==> config.mk <==
export PLATFORM = sky130hd
export DESIGN_NAME = pcs_chan_clk_sel
export DESIGN_NICKNAME = d
export VERILOG_FILES = /design/src/rtl/pcs_pkg.sv /design/src/rtl/pcs_chan_clk_sel.sv /design/src/rtl/pcs_tick_div.sv /design/src/rtl/pcs_chan.sv
export VERILOG_INCLUDE_DIRS = /design/src /design/src/rtl
export SDC_FILE = /design/constraint.sdc
export NUM_CORES = 1
export LEC_CHECK = 0
export CORE_ASPECT_RATIO = 0.7
export CORE_MARGIN = 2
export CORE_UTILIZATION = 50
export DETAILED_ROUTE_END_ITERATION = 12
export DONT_BUFFER_PORTS = 1
export PLACE_DENSITY_LB_ADDON = 0.3
export SETUP_SLACK_MARGIN = 0.5
export SYNTH_ARGS = -nofsm -noshare
export SYNTH_HDL_FRONTEND = slang
export SYNTH_SLANG_ARGS = --single-unit
export TNS_END_PERCENT = 5
==> constraint.sdc <==
create_clock -name aclk -period 3.16 [get_ports aclk]
set_input_delay 0.158 -clock aclk [delete_from_list [all_inputs] [get_ports aclk]]
set_output_delay 0.158 -clock aclk [all_outputs]
set_load 0.1 [all_outputs]
==> src/rtl/pcs_regs.svh <==
// register map and constants of the pwm channel clock select block
// assumes: included by bare name wherever offsets or reset values are needed
`ifndef PCS_REGS_SVH
`define PCS_REGS_SVH

// ----------------------------------------------------------------
// register indices (byte address is four times the index)
// ----------------------------------------------------------------
`define PCS_IDX_EN        6'h00
`define PCS_IDX_PRE       6'h02
`define PCS_IDX_CLKSEL    6'h06
`define PCS_IDX_SCALED    6'h08
`define PCS_IDX_SCL_A     6'h09
`define PCS_IDX_SCL_B     6'h0a
`define PCS_IDX_PERIOD    6'h0b
`define PCS_IDX_SRC_STAT  6'h0c
// duty registers occupy indices 0x10..0x17, one per channel
`define PCS_DUTY_GRP      3'h2

// ----------------------------------------------------------------
// fields, reset values, masks
// ----------------------------------------------------------------
`define PCS_PRE_A_F       2:0
`define PCS_PRE_B_F       6:4
`define PCS_RST_BYTE      8'h00
`define PCS_RST_PERIOD    8'hff
`define PCS_CHAN_IMPL     8'hff
`define PCS_REV_MASK      8'hcc
`define PCS_ONE_BYTE      8'h01
`define PCS_RESP_OKAY     2'h0
`define PCS_RESP_SLVERR   2'h2

`endif

==> src/rtl/pcs_pkg.sv <==
// types shared by the pwm channel clock select block
// assumes: compiled before every module of the block
package pcs_pkg;

  // ----------------------------------------------------------------
  // axi4-lite request and response bundles
  // ----------------------------------------------------------------
  typedef struct packed {
    logic        awvalid;
    logic [7:0]  awaddr;
    logic        wvalid;
    logic [31:0] wdata;
    logic [3:0]  wstrb;
    logic        bready;
    logic        arvalid;
    logic [7:0]  araddr;
    logic        rready;
  } pcs_axi_req_s;

  typedef struct packed {
    logic        awready;
    logic        wready;
    logic        bvalid;
    logic [1:0]  bresp;
    logic        arready;
    logic        rvalid;
    logic [31:0] rdata;
    logic [1:0]  rresp;
  } pcs_axi_rsp_s;

  // prescaled clock ticks: a, scaled a, b, scaled b
  typedef struct packed {
    logic a;
    logic sa;
    logic b;
    logic sb;
  } pcs_ticks_s;

  // clock family chosen by one channel
  typedef enum logic {PCS_SRC_A, PCS_SRC_B} pcs_src_e;

endpackage

==> src/rtl/pcs_chan_clk_sel.sv <==
// pwm channel clock select block: axi4-lite registers, prescalers,
// eight pwm channels each fed by clock a/sa or b/sb
// assumes: single clock aclk, synchronous active-low reset aresetn
//
// Functional notes
// - select bits writable any time, never locked
// - select change acts immediately, pulses may distort
// - unimplemented channel bits ignore writes, read zero
// - channels 0,1,4,5: 0 picks A/SA, 1 B/SB
// - channels 2,3,6,7: 0 picks B/SB, 1 A/SA
// - select bit n steers channel n only
//
// Design decision made here: register access over AXI4-Lite.
`timescale 1ns/1ps
`include "pcs_regs.svh"
module pcs_chan_clk_sel
  import pcs_pkg::*;
#(
  parameter logic [7:0] CHAN_IMPL = `PCS_CHAN_IMPL  // implemented channels
) (
  // clock and reset
  input  wire logic         aclk,
  input  wire logic         aresetn,
  // axi4-lite slave
  input  wire pcs_axi_req_s axi_req,
  output pcs_axi_rsp_s      axi_rsp,
  // pwm outputs
  output logic [7:0]        pwm_out
);

  // ----------------------------------------------------------------
  // registers
  // ----------------------------------------------------------------
  logic [7:0]  en_r;           // channel enables
  logic [7:0]  pre_r;          // a and b prescale exponents
  logic [7:0]  sel_r;          // channel_clock_source_select
  logic [7:0]  scaled_r;       // 1 = use scaled clock
  logic [7:0]  scl_a_r;        // sa divide of a
  logic [7:0]  scl_b_r;        // sb divide of b
  logic [7:0]  period_r;       // shared period
  logic [7:0]  duty_r [8];     // per-channel duty

  // ----------------------------------------------------------------
  // bus state
  // ----------------------------------------------------------------
  logic        aw_hold_r;      // write address held
  logic        w_hold_r;       // write data held
  logic [5:0]  widx_r;         // held write index
  logic [7:0]  wbyte_r;        // held low data byte
  logic        wlane_r;        // low byte lane strobe
  logic        awready_r;
  logic        wready_r;
  logic        bvalid_r;
  logic [1:0]  bresp_r;
  logic        arready_r;
  logic        rvalid_r;
  logic [31:0] rdata_r;
  logic [1:0]  rresp_r;

  // handshake terms
  logic        aw_take;        // address taken this edge
  logic        w_take;         // data taken this edge
  logic        wr_go;          // both halves held, commit
  logic        ar_take;        // read address taken
  logic        aw_hold_nxt;
  logic        w_hold_nxt;
  logic        bvalid_nxt;
  logic        rvalid_nxt;
  logic        wr_hit;         // write index is mapped
  logic [5:0]  ridx;           // read index
  logic [7:0]  rd_byte;        // read mux result
  logic        rd_hit;         // read index is mapped

  // per-channel state
  pcs_ticks_s  ticks;          // prescaled ticks
  logic [7:0]  chan_tick;      // tick each channel sees
  logic [7:0]  chan_src_a;     // 1 = channel on a/sa
  localparam logic [7:0] REV_MASK = `PCS_REV_MASK;  // channels with reversed select

  // ----------------------------------------------------------------
  // write channel handshake
  // ----------------------------------------------------------------
  // address and data may arrive in either order; the response waits
  // for both, and only one write is open at a time
  always_comb begin
    aw_take     = axi_req.awvalid && awready_r;
    w_take      = axi_req.wvalid && wready_r;
    wr_go       = aw_hold_r && w_hold_r;
    aw_hold_nxt = aw_hold_r ? !wr_go : aw_take;
    w_hold_nxt  = w_hold_r ? !wr_go : w_take;
    bvalid_nxt  = bvalid_r ? !axi_req.bready : wr_go;
    ar_take     = axi_req.arvalid && arready_r;
    rvalid_nxt  = rvalid_r ? !axi_req.rready : ar_take;
  end

  // holding flops for address and data
  always_ff @(posedge aclk) begin
    if (!aresetn) begin
      aw_hold_r <= 1'b0;
      w_hold_r  <= 1'b0;
      widx_r    <= '0;
      wbyte_r   <= '0;
      wlane_r   <= 1'b0;
    end else begin
      aw_hold_r <= aw_hold_nxt;
      w_hold_r  <= w_hold_nxt;
      if (aw_take) begin
        widx_r <= axi_req.awaddr[7:2];  // low bits ignored
      end
      if (w_take) begin
        wbyte_r <= axi_req.wdata[7:0];
        wlane_r <= axi_req.wstrb[0];
      end
    end
  end

  // ready and response flops; each ready drops while its own half is held or a response is pending
  always_ff @(posedge aclk) begin
    if (!aresetn) begin
      awready_r <= 1'b0;
      wready_r  <= 1'b0;
      bvalid_r  <= 1'b0;
      bresp_r   <= `PCS_RESP_OKAY;
    end else begin
      awready_r <= !aw_hold_nxt && !bvalid_nxt;
      wready_r  <= !w_hold_nxt && !bvalid_nxt;
      bvalid_r  <= bvalid_nxt;
      if (wr_go) begin
        bresp_r <= wr_hit ? `PCS_RESP_OKAY : `PCS_RESP_SLVERR;
      end
    end
  end

  // ----------------------------------------------------------------
  // write decode
  // ----------------------------------------------------------------
  always_comb begin
    if (widx_r == `PCS_IDX_EN || widx_r == `PCS_IDX_PRE) begin
      wr_hit = 1'b1;
    end else if (widx_r == `PCS_IDX_CLKSEL || widx_r == `PCS_IDX_SCALED) begin
      wr_hit = 1'b1;
    end else if (widx_r == `PCS_IDX_SCL_A || widx_r == `PCS_IDX_SCL_B) begin
      wr_hit = 1'b1;
    end else if (widx_r == `PCS_IDX_PERIOD || widx_r == `PCS_IDX_SRC_STAT) begin
      wr_hit = 1'b1;  // status write is accepted and dropped
    end else if (widx_r[5:3] == `PCS_DUTY_GRP) begin
      wr_hit = 1'b1;
    end else begin
      wr_hit = 1'b0;
    end
  end

  // clock select register: no lock or mode gates the write, and
  // bits of absent channels are masked so they stay zero
  always_ff @(posedge aclk) begin
    if (!aresetn) begin
      sel_r <= `PCS_RST_BYTE;
    end else if (wr_go && wlane_r && widx_r == `PCS_IDX_CLKSEL) begin
      sel_r <= wbyte_r & CHAN_IMPL;
    end
  end

  // control registers of the channels and prescalers
  always_ff @(posedge aclk) begin
    if (!aresetn) begin
      en_r     <= `PCS_RST_BYTE;
      pre_r    <= `PCS_RST_BYTE;
      scaled_r <= `PCS_RST_BYTE;
      scl_a_r  <= `PCS_RST_BYTE;
      scl_b_r  <= `PCS_RST_BYTE;
      period_r <= `PCS_RST_PERIOD;
    end else if (wr_go && wlane_r) begin
      if (widx_r == `PCS_IDX_EN) begin
        en_r <= wbyte_r & CHAN_IMPL;
      end else if (widx_r == `PCS_IDX_PRE) begin
        pre_r <= wbyte_r;
      end else if (widx_r == `PCS_IDX_SCALED) begin
        scaled_r <= wbyte_r & CHAN_IMPL;
      end else if (widx_r == `PCS_IDX_SCL_A) begin
        scl_a_r <= wbyte_r;
      end else if (widx_r == `PCS_IDX_SCL_B) begin
        scl_b_r <= wbyte_r;
      end else if (widx_r == `PCS_IDX_PERIOD) begin
        period_r <= wbyte_r;
      end
    end
  end

  // duty registers, indexed by the low index bits
  always_ff @(posedge aclk) begin
    if (!aresetn) begin
      for (int i = 0; i < 8; i++) begin
        duty_r[i] <= `PCS_RST_BYTE;
      end
    end else if (wr_go && wlane_r && widx_r[5:3] == `PCS_DUTY_GRP) begin
      duty_r[widx_r[2:0]] <= wbyte_r;
    end
  end

  // ----------------------------------------------------------------
  // read channel
  // ----------------------------------------------------------------
  always_comb begin
    ridx   = axi_req.araddr[7:2];
    rd_hit = 1'b1;
    if (ridx == `PCS_IDX_EN) begin
      rd_byte = en_r;
    end else if (ridx == `PCS_IDX_PRE) begin
      rd_byte = pre_r;
    end else if (ridx == `PCS_IDX_CLKSEL) begin
      rd_byte = sel_r & CHAN_IMPL;
    end else if (ridx == `PCS_IDX_SCALED) begin
      rd_byte = scaled_r;
    end else if (ridx == `PCS_IDX_SCL_A) begin
      rd_byte = scl_a_r;
    end else if (ridx == `PCS_IDX_SCL_B) begin
      rd_byte = scl_b_r;
    end else if (ridx == `PCS_IDX_PERIOD) begin
      rd_byte = period_r;
    end else if (ridx == `PCS_IDX_SRC_STAT) begin
      rd_byte = chan_src_a & CHAN_IMPL;  // live family per channel
    end else if (ridx[5:3] == `PCS_DUTY_GRP) begin
      rd_byte = duty_r[ridx[2:0]];
    end else begin
      rd_byte = `PCS_RST_BYTE;
      rd_hit  = 1'b0;
    end
  end

  // read handshake: data one cycle after the address is taken
  always_ff @(posedge aclk) begin
    if (!aresetn) begin
      arready_r <= 1'b0;
      rvalid_r  <= 1'b0;
      rdata_r   <= '0;
      rresp_r   <= `PCS_RESP_OKAY;
    end else begin
      arready_r <= !rvalid_nxt;
      rvalid_r  <= rvalid_nxt;
      if (ar_take) begin
        rdata_r <= {24'h000000, rd_byte};
        rresp_r <= rd_hit ? `PCS_RESP_OKAY : `PCS_RESP_SLVERR;
      end
    end
  end

  assign axi_rsp = '{awready: awready_r, wready: wready_r, bvalid: bvalid_r,
                     bresp: bresp_r, arready: arready_r, rvalid: rvalid_r,
                     rdata: rdata_r, rresp: rresp_r};

  // ----------------------------------------------------------------
  // prescalers: a and b divide aclk by 2^n, sa and sb divide again
  // ----------------------------------------------------------------
  pcs_tick_div u_div_a (
    .aclk    (aclk),
    .aresetn (aresetn),
    .in_en   (1'b1),
    .div     (8'(`PCS_ONE_BYTE << pre_r[`PCS_PRE_A_F])),
    .tick    (ticks.a)
  );

  pcs_tick_div u_div_b (
    .aclk    (aclk),
    .aresetn (aresetn),
    .in_en   (1'b1),
    .div     (8'(`PCS_ONE_BYTE << pre_r[`PCS_PRE_B_F])),
    .tick    (ticks.b)
  );

  pcs_tick_div u_div_sa (
    .aclk    (aclk),
    .aresetn (aresetn),
    .in_en   (ticks.a),
    .div     (scl_a_r),
    .tick    (ticks.sa)
  );

  pcs_tick_div u_div_sb (
    .aclk    (aclk),
    .aresetn (aresetn),
    .in_en   (ticks.b),
    .div     (scl_b_r),
    .tick    (ticks.sb)
  );

  // ----------------------------------------------------------------
  // channels; bit n of the enable, select and scaled registers feeds channel n
  // ----------------------------------------------------------------
  for (genvar n = 0; n < 8; n++) begin : g_chan
    pcs_chan #(
      .REVERSED (REV_MASK[n])
    ) u_chan (
      .aclk       (aclk),
      .aresetn    (aresetn),
      .ticks      (ticks),
      .sel_bit    (sel_r[n]),
      .use_scaled (scaled_r[n]),
      .en         (en_r[n]),
      .period     (period_r),
      .duty       (duty_r[n]),
      .tick       (chan_tick[n]),
      .src_a      (chan_src_a[n]),
      .cnt        (),
      .pwm        (pwm_out[n])
    );
  end
endmodule // pcs_chan_clk_sel

==> src/rtl/pcs_tick_div.sv <==
// tick divider: one-cycle pulse every div input enables (div 0 = 256)
// assumes: in_en is a one-cycle enable on aclk
`timescale 1ns/1ps
`include "pcs_regs.svh"
module pcs_tick_div (
  // clock and reset
  input  wire logic       aclk,
  input  wire logic       aresetn,
  // rate control
  input  wire logic       in_en,
  input  wire logic [7:0] div,
  // divided tick
  output logic            tick
);

  logic [7:0] cnt_r;  // enables seen in this period

  // ----------------------------------------------------------------
  // counter; a shrinking div lets the count wrap once, never hang
  // ----------------------------------------------------------------
  always_ff @(posedge aclk) begin
    if (!aresetn) begin
      cnt_r <= '0;
      tick  <= 1'b0;
    end else begin
      tick <= 1'b0;
      if (in_en) begin
        if (cnt_r == 8'(div - `PCS_ONE_BYTE)) begin
          cnt_r <= '0;
          tick  <= 1'b1;
        end else begin
          cnt_r <= 8'(cnt_r + `PCS_ONE_BYTE);
        end
      end
    end
  end

endmodule // pcs_tick_div

==> src/rtl/pcs_chan.sv <==
// one pwm channel: clock family pick, counter and output
// assumes: ticks are one-cycle enables on aclk
`timescale 1ns/1ps
`include "pcs_regs.svh"
module pcs_chan
  import pcs_pkg::*;
#(
  parameter bit REVERSED = 1'b0  // select bit encoding reversed
) (
  // clock and reset
  input  wire logic       aclk,
  input  wire logic       aresetn,
  // prescaled ticks
  input  wire pcs_ticks_s ticks,
  // channel controls
  input  wire logic       sel_bit,
  input  wire logic       use_scaled,
  input  wire logic       en,
  input  wire logic [7:0] period,
  input  wire logic [7:0] duty,
  // channel state
  output logic            tick,
  output logic            src_a,
  output logic [7:0]      cnt,
  output logic            pwm
);

  pcs_src_e src;  // family chosen right now

  // ----------------------------------------------------------------
  // source pick; purely combinational so a new select acts at once
  // ----------------------------------------------------------------
  always_comb begin
    src   = (sel_bit ^ REVERSED) ? PCS_SRC_B : PCS_SRC_A;
    src_a = (src == PCS_SRC_A);
    // plain or scaled version is a separate choice
    if (src_a) begin
      tick = use_scaled ? ticks.sa : ticks.a;
    end else begin
      tick = use_scaled ? ticks.sb : ticks.b;
    end
  end

  // ----------------------------------------------------------------
  // counter runs 0..period on chosen ticks only, no period sync
  // ----------------------------------------------------------------
  always_ff @(posedge aclk) begin
    if (!aresetn || !en) begin
      cnt <= '0;
    end else if (tick) begin
      cnt <= (cnt == period) ? '0 : 8'(cnt + `PCS_ONE_BYTE);
    end
  end

  // output high while count is below duty
  always_ff @(posedge aclk) begin
    if (!aresetn) begin
      pwm <= 1'b0;
    end else begin
      pwm <= en && (cnt < duty);
    end
  end
endmodule // pcs_chan

Yosys cells after proc, flatten, opt, wreduce, memory -nomap -nowiden
Memory sizes are Yosys's and may differ from the RTL's. Cells that the tools add are included.

Register bits after elaboration: 198. RAM bits: 64. Input port bits: 59. Output and inout port bits: 49. Logic and storage cells: 245. Memories kept: 1.

Memory list: duty_r (words 8, bits a word 8, read ports 9, clocked after memory_dff 0, write ports 8, line pcs_chan_clk_sel.sv:41) `logic [7:0] duty_r [8];`.

Add/subtract/negate cells: 16. Magnitude comparators: 8. Eq/ne operators: 28. Shift-type cells: 2. Multiplexer cells: 78. Bitwise gates (word level): 10. Reductions and logical operators: 58.

Operators with widths (count): 8-bit two-way mux (20); 8-bit by 1-bit adder with 8-bit output (second input constant) (12); 8-bit equality test (12); 8-bit < comparator (8); 6-bit by 4-bit equality test with 1-bit output (second input constant) (10); 1-bit two-way mux (55); 8-bit by 1-bit subtractor with 8-bit output (second input constant) (4); 1-bit logical AND (17); 1-bit logical NOT (16); 1-bit by 3-bit left shift with 8-bit output (first input constant) (2); 6-bit by 2-bit equality test with 1-bit output (second input constant) (2); 6-bit by 3-bit equality test with 1-bit output (second input constant) (2); 6-bit logical NOT (2); 1-bit logical OR (12); 1-bit NOT (10); 8-bit OR reduction (1); 7-bit AND reduction (1); 3-bit by 2-bit equality test with 1-bit output (second input constant) (2); 2-bit AND reduction (3); 6-bit AND reduction (1); 5-bit AND reduction (1); 2-bit two-way mux (2); 4-bit AND reduction (1); 2-bit OR reduction (2); other kinds (2) (2).

Longest topological paths before layout
Gate-level depths: netlist of run 1.

Word-level depth: 11. Mapped depth: 10. Mapped depth without buffers: 8.

By module
Synthesis of run 1 repeated with hierarchy kept, for this count alone.

Cells, all modules: 1689. Area, all modules: 15718.8 um2.

By module, submodules not included: pcs_chan_clk_sel (times used 1, cells each 769, area each 7445.9 um2, seq. area each 3683.5 um2); pcs_tick_div (times used 4, cells each 85, area each 738.2 um2, seq. area each 180.2 um2); pcs_chan at g_chan[2].u_chan ... (times used 4, cells each 73, area each 670.6 um2, seq. area each 180.2 um2); pcs_chan at g_chan[0].u_chan ... (times used 4, cells each 72, area each 659.4 um2, seq. area each 180.2 um2).

Worst setup path before layout of run 1
Ideal clock, no wire load.

Path kind: reg2reg. From: register scl_a_r[0]. To: register u_div_sa.cnt_r[0]. Library setup time: 0.120 ns. Arrival time: 2.062 ns. Data required time: 3.040 ns. Slack: 0.977 ns. Cell stages (with the launch flop): 11. Buffers on the path: 2. Clock period less this slack: 2.183 ns. Path through: dfxtp_1 > buf_2 > inv_1 > ha_1 > clkbuf_2 > o21ba_2 > a221oi_1 > a41oi_1 > a2111o_1 > o21ai_4 > nor2_1.

Longest elaborated chain between the ends: 3.

RTL lines: from (decl) (line pcs_chan_clk_sel.sv:38) `logic [7:0] scl_a_r;`; from (signal assigned) (line pcs_chan_clk_sel.sv:169) `` scl_a_r <= `PCS_RST_BYTE; ``; from (signal assigned) (line pcs_chan_clk_sel.sv:180) `scl_a_r <= wbyte_r;`; 8-bit by 1-bit subtractor with 8-bit output (no source line); 8-bit equality test (line pcs_tick_div.sv:28) `` if (cnt_r == 8'(div - `PCS_ONE_BYTE)) begin ``; 8-bit two-way mux (line pcs_tick_div.sv:28); to (signal assigned) (line pcs_tick_div.sv:32) `` cnt_r <= 8'(cnt_r + `PCS_ONE_BYTE); ``; to (decl) (line pcs_tick_div.sv:16) `logic [7:0] cnt_r;`.

Every way passes these cells. A chain may end at the register's enable or synchronous reset.

==> impl_metrics.tcl, run 1 <==
set metrics [dict create \
    dieHeight_microns 146 \
    yosysSeqAreaShare_pct 40.8 \
    post_cts_buffers 0 \
    max-slew-margin-rel_pct 31.8 \
    max_stage_delay_ns 0.53 \
    grt_pass1_wl_mm 58.9 \
    fp.coreArea_sq_um 28000 \
    route.final.wire_length_mm 38.3 \
    cts_tree "done" \
    die_w_microns 206 \
    whs_ns 0.0184 \
    fin_area_sq_um 15900 \
    grt.met2_usage_pct 36.8 \
    dr.pass1.iters 8 \
    tightest_slew_ns 1.02 \
    met1_usage_pct 37.8 \
    yosysWarnings 0 \
    finalCritPeriodShare_pct 80.2 \
    netlist_instances 1526 \
    yosys_most_used_dff "dfxtp_1" \
    leakagePower_nw 6.34 \
    ir_drop_v 0.000448 \
    place_ws_ns 0.674 \
    grt_util_all_layers_pct 25.3 \
    vias 11200 \
    end_kind "flop" \
    dieArea_sq_um 30000 \
    drv_cap 0 \
    dp_hpwl_mm 26.4 \
    clockRootBuffer "clkbuf_16" \
    place_area_sq_um 14500 \
    syn_to_final_growth_pct 10.8 \
    clock_latency_ns 0.56 \
    grt_setup_unrepaired "true" \
    crit_type "reg -> reg" \
    io_buffer_count 0 \
    fillers 2403 \
    clock_path_buffers 3 \
    met3_usage_pct 6.20 \
    async_flop_share_pct 0 \
    setup_tns_ns 0 \
    grt_pass1_vias 10300 \
    synth.avg_cell_area_sq_um 9.39 \
    grt_overflow 0 \
    min_path_type "in -> reg" \
    final_core_util_pct 56.6 \
    drt_iter0_drc 933 \
    ios 108 \
    p_per_area_nw_per_um2 474 \
    clock_skew_ns 0.0241 \
    htreeDepth 1 \
    rows 51 \
    cts_sinks 260 \
    grt_max_degree 48 \
    antenna_found_initial 0 \
    wire_per_inst_microns 19.8 \
    drtAntennaViolNets 0 \
    crit_fanout 9 \
    cts_made_buffers 27 \
    cp-start-kind "flop" \
    grt-busiest-layer "met1" \
    arrival_ns 2.75 \
    crit_chain "nand4b_1, nor2_1, nand4_1, buf_4, nor3_1, nand2b_1" \
    fin_crit_ns 2.53 \
    clk_pin_slew_worst_paths_ns 0.06 \
    drive_above_1_share_pct 7.82 \
    cp.required_ns 3.38 \
    outcome "complete, no violations" \
    via_per_inst 5.81 \
    synth-edff-count 64 \
    place_congestion 0.872 \
    synth_area_sq_um 14300 \
    timing.fmax_ghz 0.395 \
    synth_seq_cells 260 \
    ff_latch_area_sq_um 5850 \
    slew_viol_final 0 \
    final_nets 1668 \
    finalSetupViolCount 0 \
    multi_input_area_sq_um 7770 \
    drc_errors 0 \
    postLayoutSetupSlackWorst_ns 0.626 \
    slowest_stage "nor3_1" \
    initial_utilization_pct 51.1 \
    yosysUniqueCellTypes 68 \
    hold_viol 0 \
]
==> cell families after synthesis <==
kind of cell    synth area share [%]
compound gates                  9.85
xor+xnor                        10.3
fa+ha+maj                       6.11
buf+inv                         5.69
flops                           40.8
mux                             7.92
other cells                   0.0262
simple gates                    19.3
==> report_power, final <==
group	leakage, nW	internal [W]	switching, W
registers	2.24	0.00346	0.000100
clock network	0.477	0.00207	0.00138
logic	3.62	0.000158	0.000360
total	6.34	0.00569	0.00184
==> registers in the layout (all words and copies together), names as in the netlist, 8 cells and up <==
signal,cells
duty_r,64
en_r,8
g_chan.u_chan.cnt,64
g_chan.u_chan.pwm,8
period_r,8
pre_r,8
rdata_r,8
scaled_r,8
scl_a_r,8
scl_b_r,8
sel_r,8
u_div_a.cnt_r,8
u_div_b.cnt_r,8
u_div_sa.cnt_r,8
u_div_sb.cnt_r,8
wbyte_r,8
==> cell usage in the layout (no fill, tap or decap), types with 7 or more instances in the layout <==
cell type and instances:
clkbuf_16 29, inv_1 68, o221ai_1 7, xor2_1 131, or4_1 10, xnor2_1 35
mux2i_1 56, nor3_1 14, mux4_2 24, o21ai_0 51, dlygate4sd3_1 36, and3_1 33
nand2b_1 23, buf_4 25, a32o_1 8, o22ai_1 7, nor4_1 28, nand4_1 11
a31o_2 8, a211oi_1 12, nand3_1 53, nor2_1 171, ha_1 70, conb_1 26
a21oi_1 58, dfxtp_1 196, nand2_1 121, and4_1 9, a21o_1 17, edfxtp_1 64
and2_1 68, o311ai_0 8
==> layer usage <==
layer	part of all wire, %	vias up
li1	-	5306
met1	46	5372
met2	42	478
met3	9.9	69
met4	2.3	0
met5	0	-
==> final timing paths <==
check / startpoint / end / slack [ns] / cells after the start
setup / recovery: w_hold_r / duty_r[4][7] / 0.63 / 6
hold / removal: axi_req[47] / wlane_r / 0.02 / 3
setup reg to reg: w_hold_r / duty_r[4][7] / 0.63 / 6
hold reg to reg: wlane_r / wlane_r / 0.47 / 2
==> area by class of cell <==
class	instances	area share [%]
clock buffer	36	4.94
inverter	68	1.61
sequential	260	36.8
timing repair buffer	62	3.58
antenna	1	0.0158
multi-input combinational	1120	49.0
tap	371	2.93
clock inverter	14	1.13
==> stage by stage <==
stage               power [W]  std cells
floorplan             0.00403       1551
global placement      0.00408       1844
detailed placement    0.00409       1844
CTS                   0.00756       1931
global route          0.00774       1931
finish                0.00753       1932
==> worst max-delay path, delay by kind of cell, from the launching register on <==
kind,cells,cell delay [ns]
DFF,1,0.42
buffers and inverters,1,0.19
and+or+nand+nor,5,1.58
==> cell usage after synthesis, types with 8 or more instances <==
library cell / instances / area share (%)
a211oi_1: 12 / 0.63
a21o_1: 17 / 0.89
a21oi_1: 58 / 2.0
a31o_2: 8 / 0.49
a32o_1: 8 / 0.56
and2_1: 68 / 3.0
and3_1: 33 / 1.4
and4_1: 9 / 0.55
buf_2: 12 / 0.42
buf_4: 40 / 2.1
clkbuf_1: 46 / 1.2
dfxtp_1: 196 / 27
edfxtp_1: 64 / 13
ha_1: 70 / 6.1
inv_1: 68 / 1.8
mux2i_1: 56 / 3.9
mux4_2: 24 / 3.8
nand2_1: 121 / 3.2
nand2b_1: 23 / 1.0
nand3_1: 53 / 1.9
nand4_1: 11 / 0.48
nor2_1: 171 / 4.5
nor3_1: 15 / 0.52
nor4_1: 28 / 1.2
o21ai_0: 51 / 1.8
o311ai_0: 8 / 0.49
or4_1: 10 / 0.52
xnor2_1: 35 / 2.1
xor2_1: 131 / 8.0
==> timing repair <==
item | in CTS | in global routing
endpoints found under the setup margin | 0 | 16
hold buffers | 37 | 0
resized for setup | 0 | 1
endpoints found under the hold margin | 119 | 0
No activity file was read; power rests on OpenSTA's default activity.
==> inputs of run 2 (changes only) <==
==> constraint.sdc (replaced) <==
create_clock -name aclk -period 2.28 [get_ports aclk]
set_input_delay 0.114 -clock aclk [delete_from_list [all_inputs] [get_ports aclk]]
set_output_delay 0.114 -clock aclk [all_outputs]
set_load 0.1 [all_outputs]
==> impl_metrics.tcl, run 2 (synthesis results as in run 1) <==
set metrics [dict create \
    outcome "complete, no violations" \
    hold-path-cell-count 4 \
    final_core_util_pct 58.7 \
    clockRootBuffer "clkbuf_16" \
    cp.required_ns 2.72 \
    cts_sinks 260 \
    ff2ff_path_depth 8 \
    drt_iter0_drc 1113 \
    layout_commonest_cell "dfxtp_1" \
    syn_to_final_growth_pct 14.9 \
    grt_pass1_wl_mm 61.2 \
    cts_made_buffers 28 \
    htreeDepth 1 \
    route.final.wire_length_mm 39.4 \
    min_path_type "in -> reg" \
    drive_above_1_share_pct 12.7 \
    cp-start-kind "flop" \
    dieHeight_microns 146 \
    crit_fanout 7 \
    dp_hpwl_mm 27.7 \
    final_nets 1724 \
    fin_crit_ns 1.99 \
    clock_path_buffers 3 \
    grt_util_all_layers_pct 26.2 \
    fin_area_sq_um 16500 \
    comb_power_share_pct 7.5 \
    grt_setup_unrepaired "true" \
    power_frac_seq_pct 46.7 \
    ios 108 \
    drtAntennaViolNets 0 \
    crit_type "reg -> reg" \
    cts_tree "done" \
    clk_pin_slew_worst_paths_ns 0.06 \
    leakagePower_nw 6.63 \
    p_sw_w 0.00258 \
    pwr-share-clk_pct 45.8 \
    tightest_slew_ns 0.976 \
    io_buffer_count 0 \
    grt_max_degree 52 \
    drc_errors 0 \
    rows 51 \
    reg_top3 "duty_r: 64 flops, g_chan.u_chan.cnt: 64 flops" \
    slew_viol_final 0 \
    wire_per_inst_microns 19.8 \
    die_w_microns 206 \
    dieArea_sq_um 30000 \
    dr.pass1.iters 5 \
    ir_drop_v 0.000629 \
    p_int_w 0.00791 \
    hold_viol 0 \
    timing.fmax_ghz 0.503 \
    place_area_sq_um 14900 \
    p_per_area_nw_per_um2 637 \
    end_kind "flop" \
    finalCritPeriodShare_pct 87.2 \
    grt_pass1_vias 10900 \
    initial_utilization_pct 51.1 \
    antenna_found_initial 0 \
    max-slew-margin-rel_pct 34.9 \
    place_congestion 0.916 \
    clock_latency_ns 0.56 \
    fillers 2382 \
    via_per_inst 5.75 \
    vias 11400 \
    drv_cap 0 \
    arrival_ns 2.43 \
    setup_tns_ns 0 \
    finalSetupViolCount 0 \
    antenna_cells 0 \
    grt_overflow 0 \
    clock_skew_ns 0.0104 \
    p_sw_share_pct 24.6 \
    fp.coreArea_sq_um 28000 \
    mostFrequentLayoutCells "dfxtp_1, nor2_1, xor2_1, nand2_1, buf_4" \
]
==> run 2: cell types whose count changed in the layout (fill, tap and decap cells not counted), moves of 4 or more <==
cell and change:
buf_4 +52, dfxtp_1 -7, dfxtp_2 +5, inv_1 -5
nor2_1 -4, nor2_2 +4
==> run 2: critical path, cell delays in order (launching register included) <==
cell and delay (ns):
dfxtp_4 0.38, inv_4 0.04, ha_4 0.18, o21ba_4 0.19
a221oi_2 0.24, a41oi_1 0.07, a2111o_1 0.43, buf_4 0.16
a32o_1 0.19
==> run 2: timing repair <==
| action | CTS | global route |
|---|---|---|
| endpoints found under the setup margin | 156 | 211 |
| hold endpoints to repair | 166 | 0 |
| resized for setup | 12 | 16 |
| pin swaps | 10 | 10 |
| setup buffers | 6 | 4 |
| hold buffers | 38 | 0 |
==> run 2: through the flow <==
step / hold WS (ns) / total power [W] / setup WS [ns] / cells
floorplan: 0.250 / 0.00558 / 0.278 / 1551
global placement: 0.200 / 0.00567 / 0.209 / 1888
detailed placement: 0.205 / 0.00569 / 0.179 / 1888
CTS: 0.00106 / 0.0105 / 0.321 / 1984
global route: 0.0317 / 0.0108 / 0.216 / 1988
finish: 0.0431 / 0.0105 / 0.292 / 1988
==> run 2: path summary, 6_finish.rpt <==
path	end	slack, ns	from
min	rdata_r[6]	0.04	axi_req[4]
max	u_div_sa.cnt_r[1]	0.29	scl_a_r[0]
min reg2reg	rresp_r[1]	0.47	rresp_r[1]
max reg2reg	u_div_sa.cnt_r[1]	0.29	scl_a_r[0]
==> run 2: cell type report <==
class	count	area (sq um)	area share, %
Timing Repair Buffer	117	1010	6.13
Multi-Input combinational cell	1120	7890	48.0
Inverter	68	258	1.57
Clock buffer	38	827	5.03
Tap cell	371	464	2.82
Clock inverter	14	149	0.905
Sequential cell	260	5860	35.6
==> run 2: power groups by stage <==
stage	clock [W]	combinational [W]	sequential (W)
floorplan	0	0.000617	0.00496
global placement	0	0.000689	0.00499
detailed placement	0	0.000700	0.00499
CTS	0.00485	0.000776	0.00488
global route	0.00503	0.000833	0.00489
finish	0.00480	0.000791	0.00489
==> run 2: per-layer routing <==
layer | wire [microns] | GRT usage [%]
met4 | 782 | 5.93
met5 | 0 | 0.812
met1 | 18000 | 38.5
met2 | 16600 | 38.9
met3 | 4050 | 5.98
==> inputs of run 3 (changes only) <==
--- a/config.mk
+++ b/config.mk
@@ -11,6 +11,7 @@
 export CORE_UTILIZATION = 50
 export DETAILED_ROUTE_END_ITERATION = 12
 export DONT_BUFFER_PORTS = 1
+export MAX_ROUTING_LAYER = met4
 export PLACE_DENSITY_LB_ADDON = 0.3
 export SETUP_SLACK_MARGIN = 0.5
 export SYNTH_ARGS = -nofsm -noshare
==> impl_metrics.tcl, run 3 (synthesis results as in run 1) <==
set metrics [dict create \
    outcome "complete, no violations" \
    crit_type "reg -> reg" \
    grt_overflow 0 \
    cts_tree "done" \
    p_sw_w 0.00257 \
    hold_viol 0 \
    timing.fmax_ghz 0.503 \
    startpoint "scl_a_r[0]" \
    wire_per_inst_microns 19.8 \
    dr_wl_met2_mm 16.7 \
    highest_layer "met4" \
    clock_latency_ns 0.56 \
    clockRootBuffer "clkbuf_16" \
    clk_pin_slew_worst_paths_ns 0.06 \
    cts_sinks 260 \
    vias 11400 \
    drv_cap 0 \
    antenna_cells 0 \
    dr.pass1.iters 5 \
    via_per_inst 5.75 \
    comb_power_share_pct 7.6 \
    syn_to_final_growth_pct 14.9 \
    m1WireLength_mm 18.0 \
    tightest_slew_ns 1.01 \
    die_w_microns 206 \
    mostFrequentLayoutCells "dfxtp_1, nor2_1, xor2_1, nand2_1, buf_4" \
    drc_errors 0 \
    cts_made_buffers 28 \
    fillers 2382 \
    dieHeight_microns 146 \
    arrival_ns 2.43 \
    layout_commonest_cell "dfxtp_1" \
    fin_crit_ns 1.99 \
    drive_above_1_share_pct 12.7 \
    initial_utilization_pct 51.1 \
    leakagePower_nw 6.63 \
    clock_skew_ns 0.00929 \
    min_path_type "in -> reg" \
    grt_setup_unrepaired "true" \
    fin_area_sq_um 16500 \
    power_frac_seq_pct 46.7 \
    final_nets 1724 \
    crit_fanout 7 \
    rr_startpoint "scl_a_r[0]" \
    drtAntennaViolNets 0 \
    ir_drop_v 0.000627 \
    grt_max_degree 52 \
    max-slew-margin-rel_pct 32.4 \
    reg_top3 "duty_r: 64 flops, g_chan.u_chan.cnt: 64 flops" \
    place_congestion 0.932 \
    place_area_sq_um 14900 \
    grt_pass1_vias 10900 \
    pwr-share-clk_pct 45.7 \
    clock_path_buffers 3 \
    dieArea_sq_um 30000 \
    p_int_w 0.00791 \
    io_buffer_count 0 \
    fp.coreArea_sq_um 28000 \
    slew_viol_final 0 \
    rrSetupSlack_ns 0.29 \
    p_sw_share_pct 24.5 \
    cp.required_ns 2.72 \
    p_per_area_nw_per_um2 637 \
    ios 108 \
    cp-start-kind "flop" \
    end_kind "flop" \
    drt_iter0_drc 984 \
    grt_util_all_layers_pct 26.9 \
    grt_pass1_wl_mm 61.2 \
    finalCritPeriodShare_pct 87.2 \
    antenna_found_initial 0 \
    route.final.wire_length_mm 39.4 \
    setup_tns_ns 0 \
    htreeDepth 1 \
    min_from "axi_req[5]" \
    dp_hpwl_mm 27.7 \
    finalSetupViolCount 0 \
    rows 51 \
    met3_length_mm 3.94 \
]
[run 3: cell counts in the layout (fill, tap and decap cells not counted)]
No cell type changed its count.
[run 3: per-layer routing]
metal	vias to the layer above	track usage, %
li1	5400	-
met1	5483	38.7
met2	495	39.1
met3	62	5.75
met4	0	5.32
met5	-	-
[run 3: path summary, 6_finish.rpt]
check,endpoint,depth (start not counted)
setup / recovery,u_div_sa.cnt_r[1],8
hold / removal,rdata_r[4],3
setup reg to reg,u_div_sa.cnt_r[1],8
hold reg to reg,rresp_r[1],2
[run 3: cell type report]
type / count / area, sq um / share of cell area, %
sequential: 260 / 5860 / 35.6
multi-input combinational: 1120 / 7890 / 48.0
timing repair buffer: 117 / 1010 / 6.13
clock buffer: 38 / 827 / 5.03
tap: 371 / 464 / 2.82
inverter: 68 / 258 / 1.57
clock inverter: 14 / 149 / 0.905
[run 3: power groups by stage]
stage / sequential, W / clock, W / combinational [W]
global route: 0.00489 / 0.00503 / 0.000833
CTS: 0.00488 / 0.00485 / 0.000776
detailed placement: 0.00499 / 0 / 0.000700
floorplan: 0.00496 / 0 / 0.000617
global placement: 0.00499 / 0 / 0.000689
finish: 0.00489 / 0.00479 / 0.000791
[run 3: timing repair]
item | in CTS | in global routing
gates resized for setup | 12 | 16
hold endpoints to repair | 166 | 0
hold buffers | 38 | 0
pin swaps | 10 | 10
setup endpoints to repair | 156 | 211
setup buffers | 6 | 4
[run 3: stage by stage]
stage / std cells / total power (W) / hold slack (ns) / util, % / setup slack, ns
final: 1988 / 0.0105 / 0.0396 / 58.7 / 0.292
after global routing: 1988 / 0.0108 / 0.0317 / 58.7 / 0.216
after CTS: 1984 / 0.0105 / 0.00106 / 58.4 / 0.321
after detailed placement: 1888 / 0.00569 / 0.205 / 53.2 / 0.179
after global placement: 1888 / 0.00567 / 0.200 / 53.2 / 0.209
after floorplan: 1551 / 0.00558 / 0.250 / - / 0.278
[run 3: critical path: stages, from the launching register on]
cell	delay [ns]
dfxtp_4	0.38
inv_4	0.04
ha_4	0.18
o21ba_4	0.19
a221oi_2	0.24
a41oi_1	0.07
a2111o_1	0.43
buf_4	0.16
a32o_1	0.19
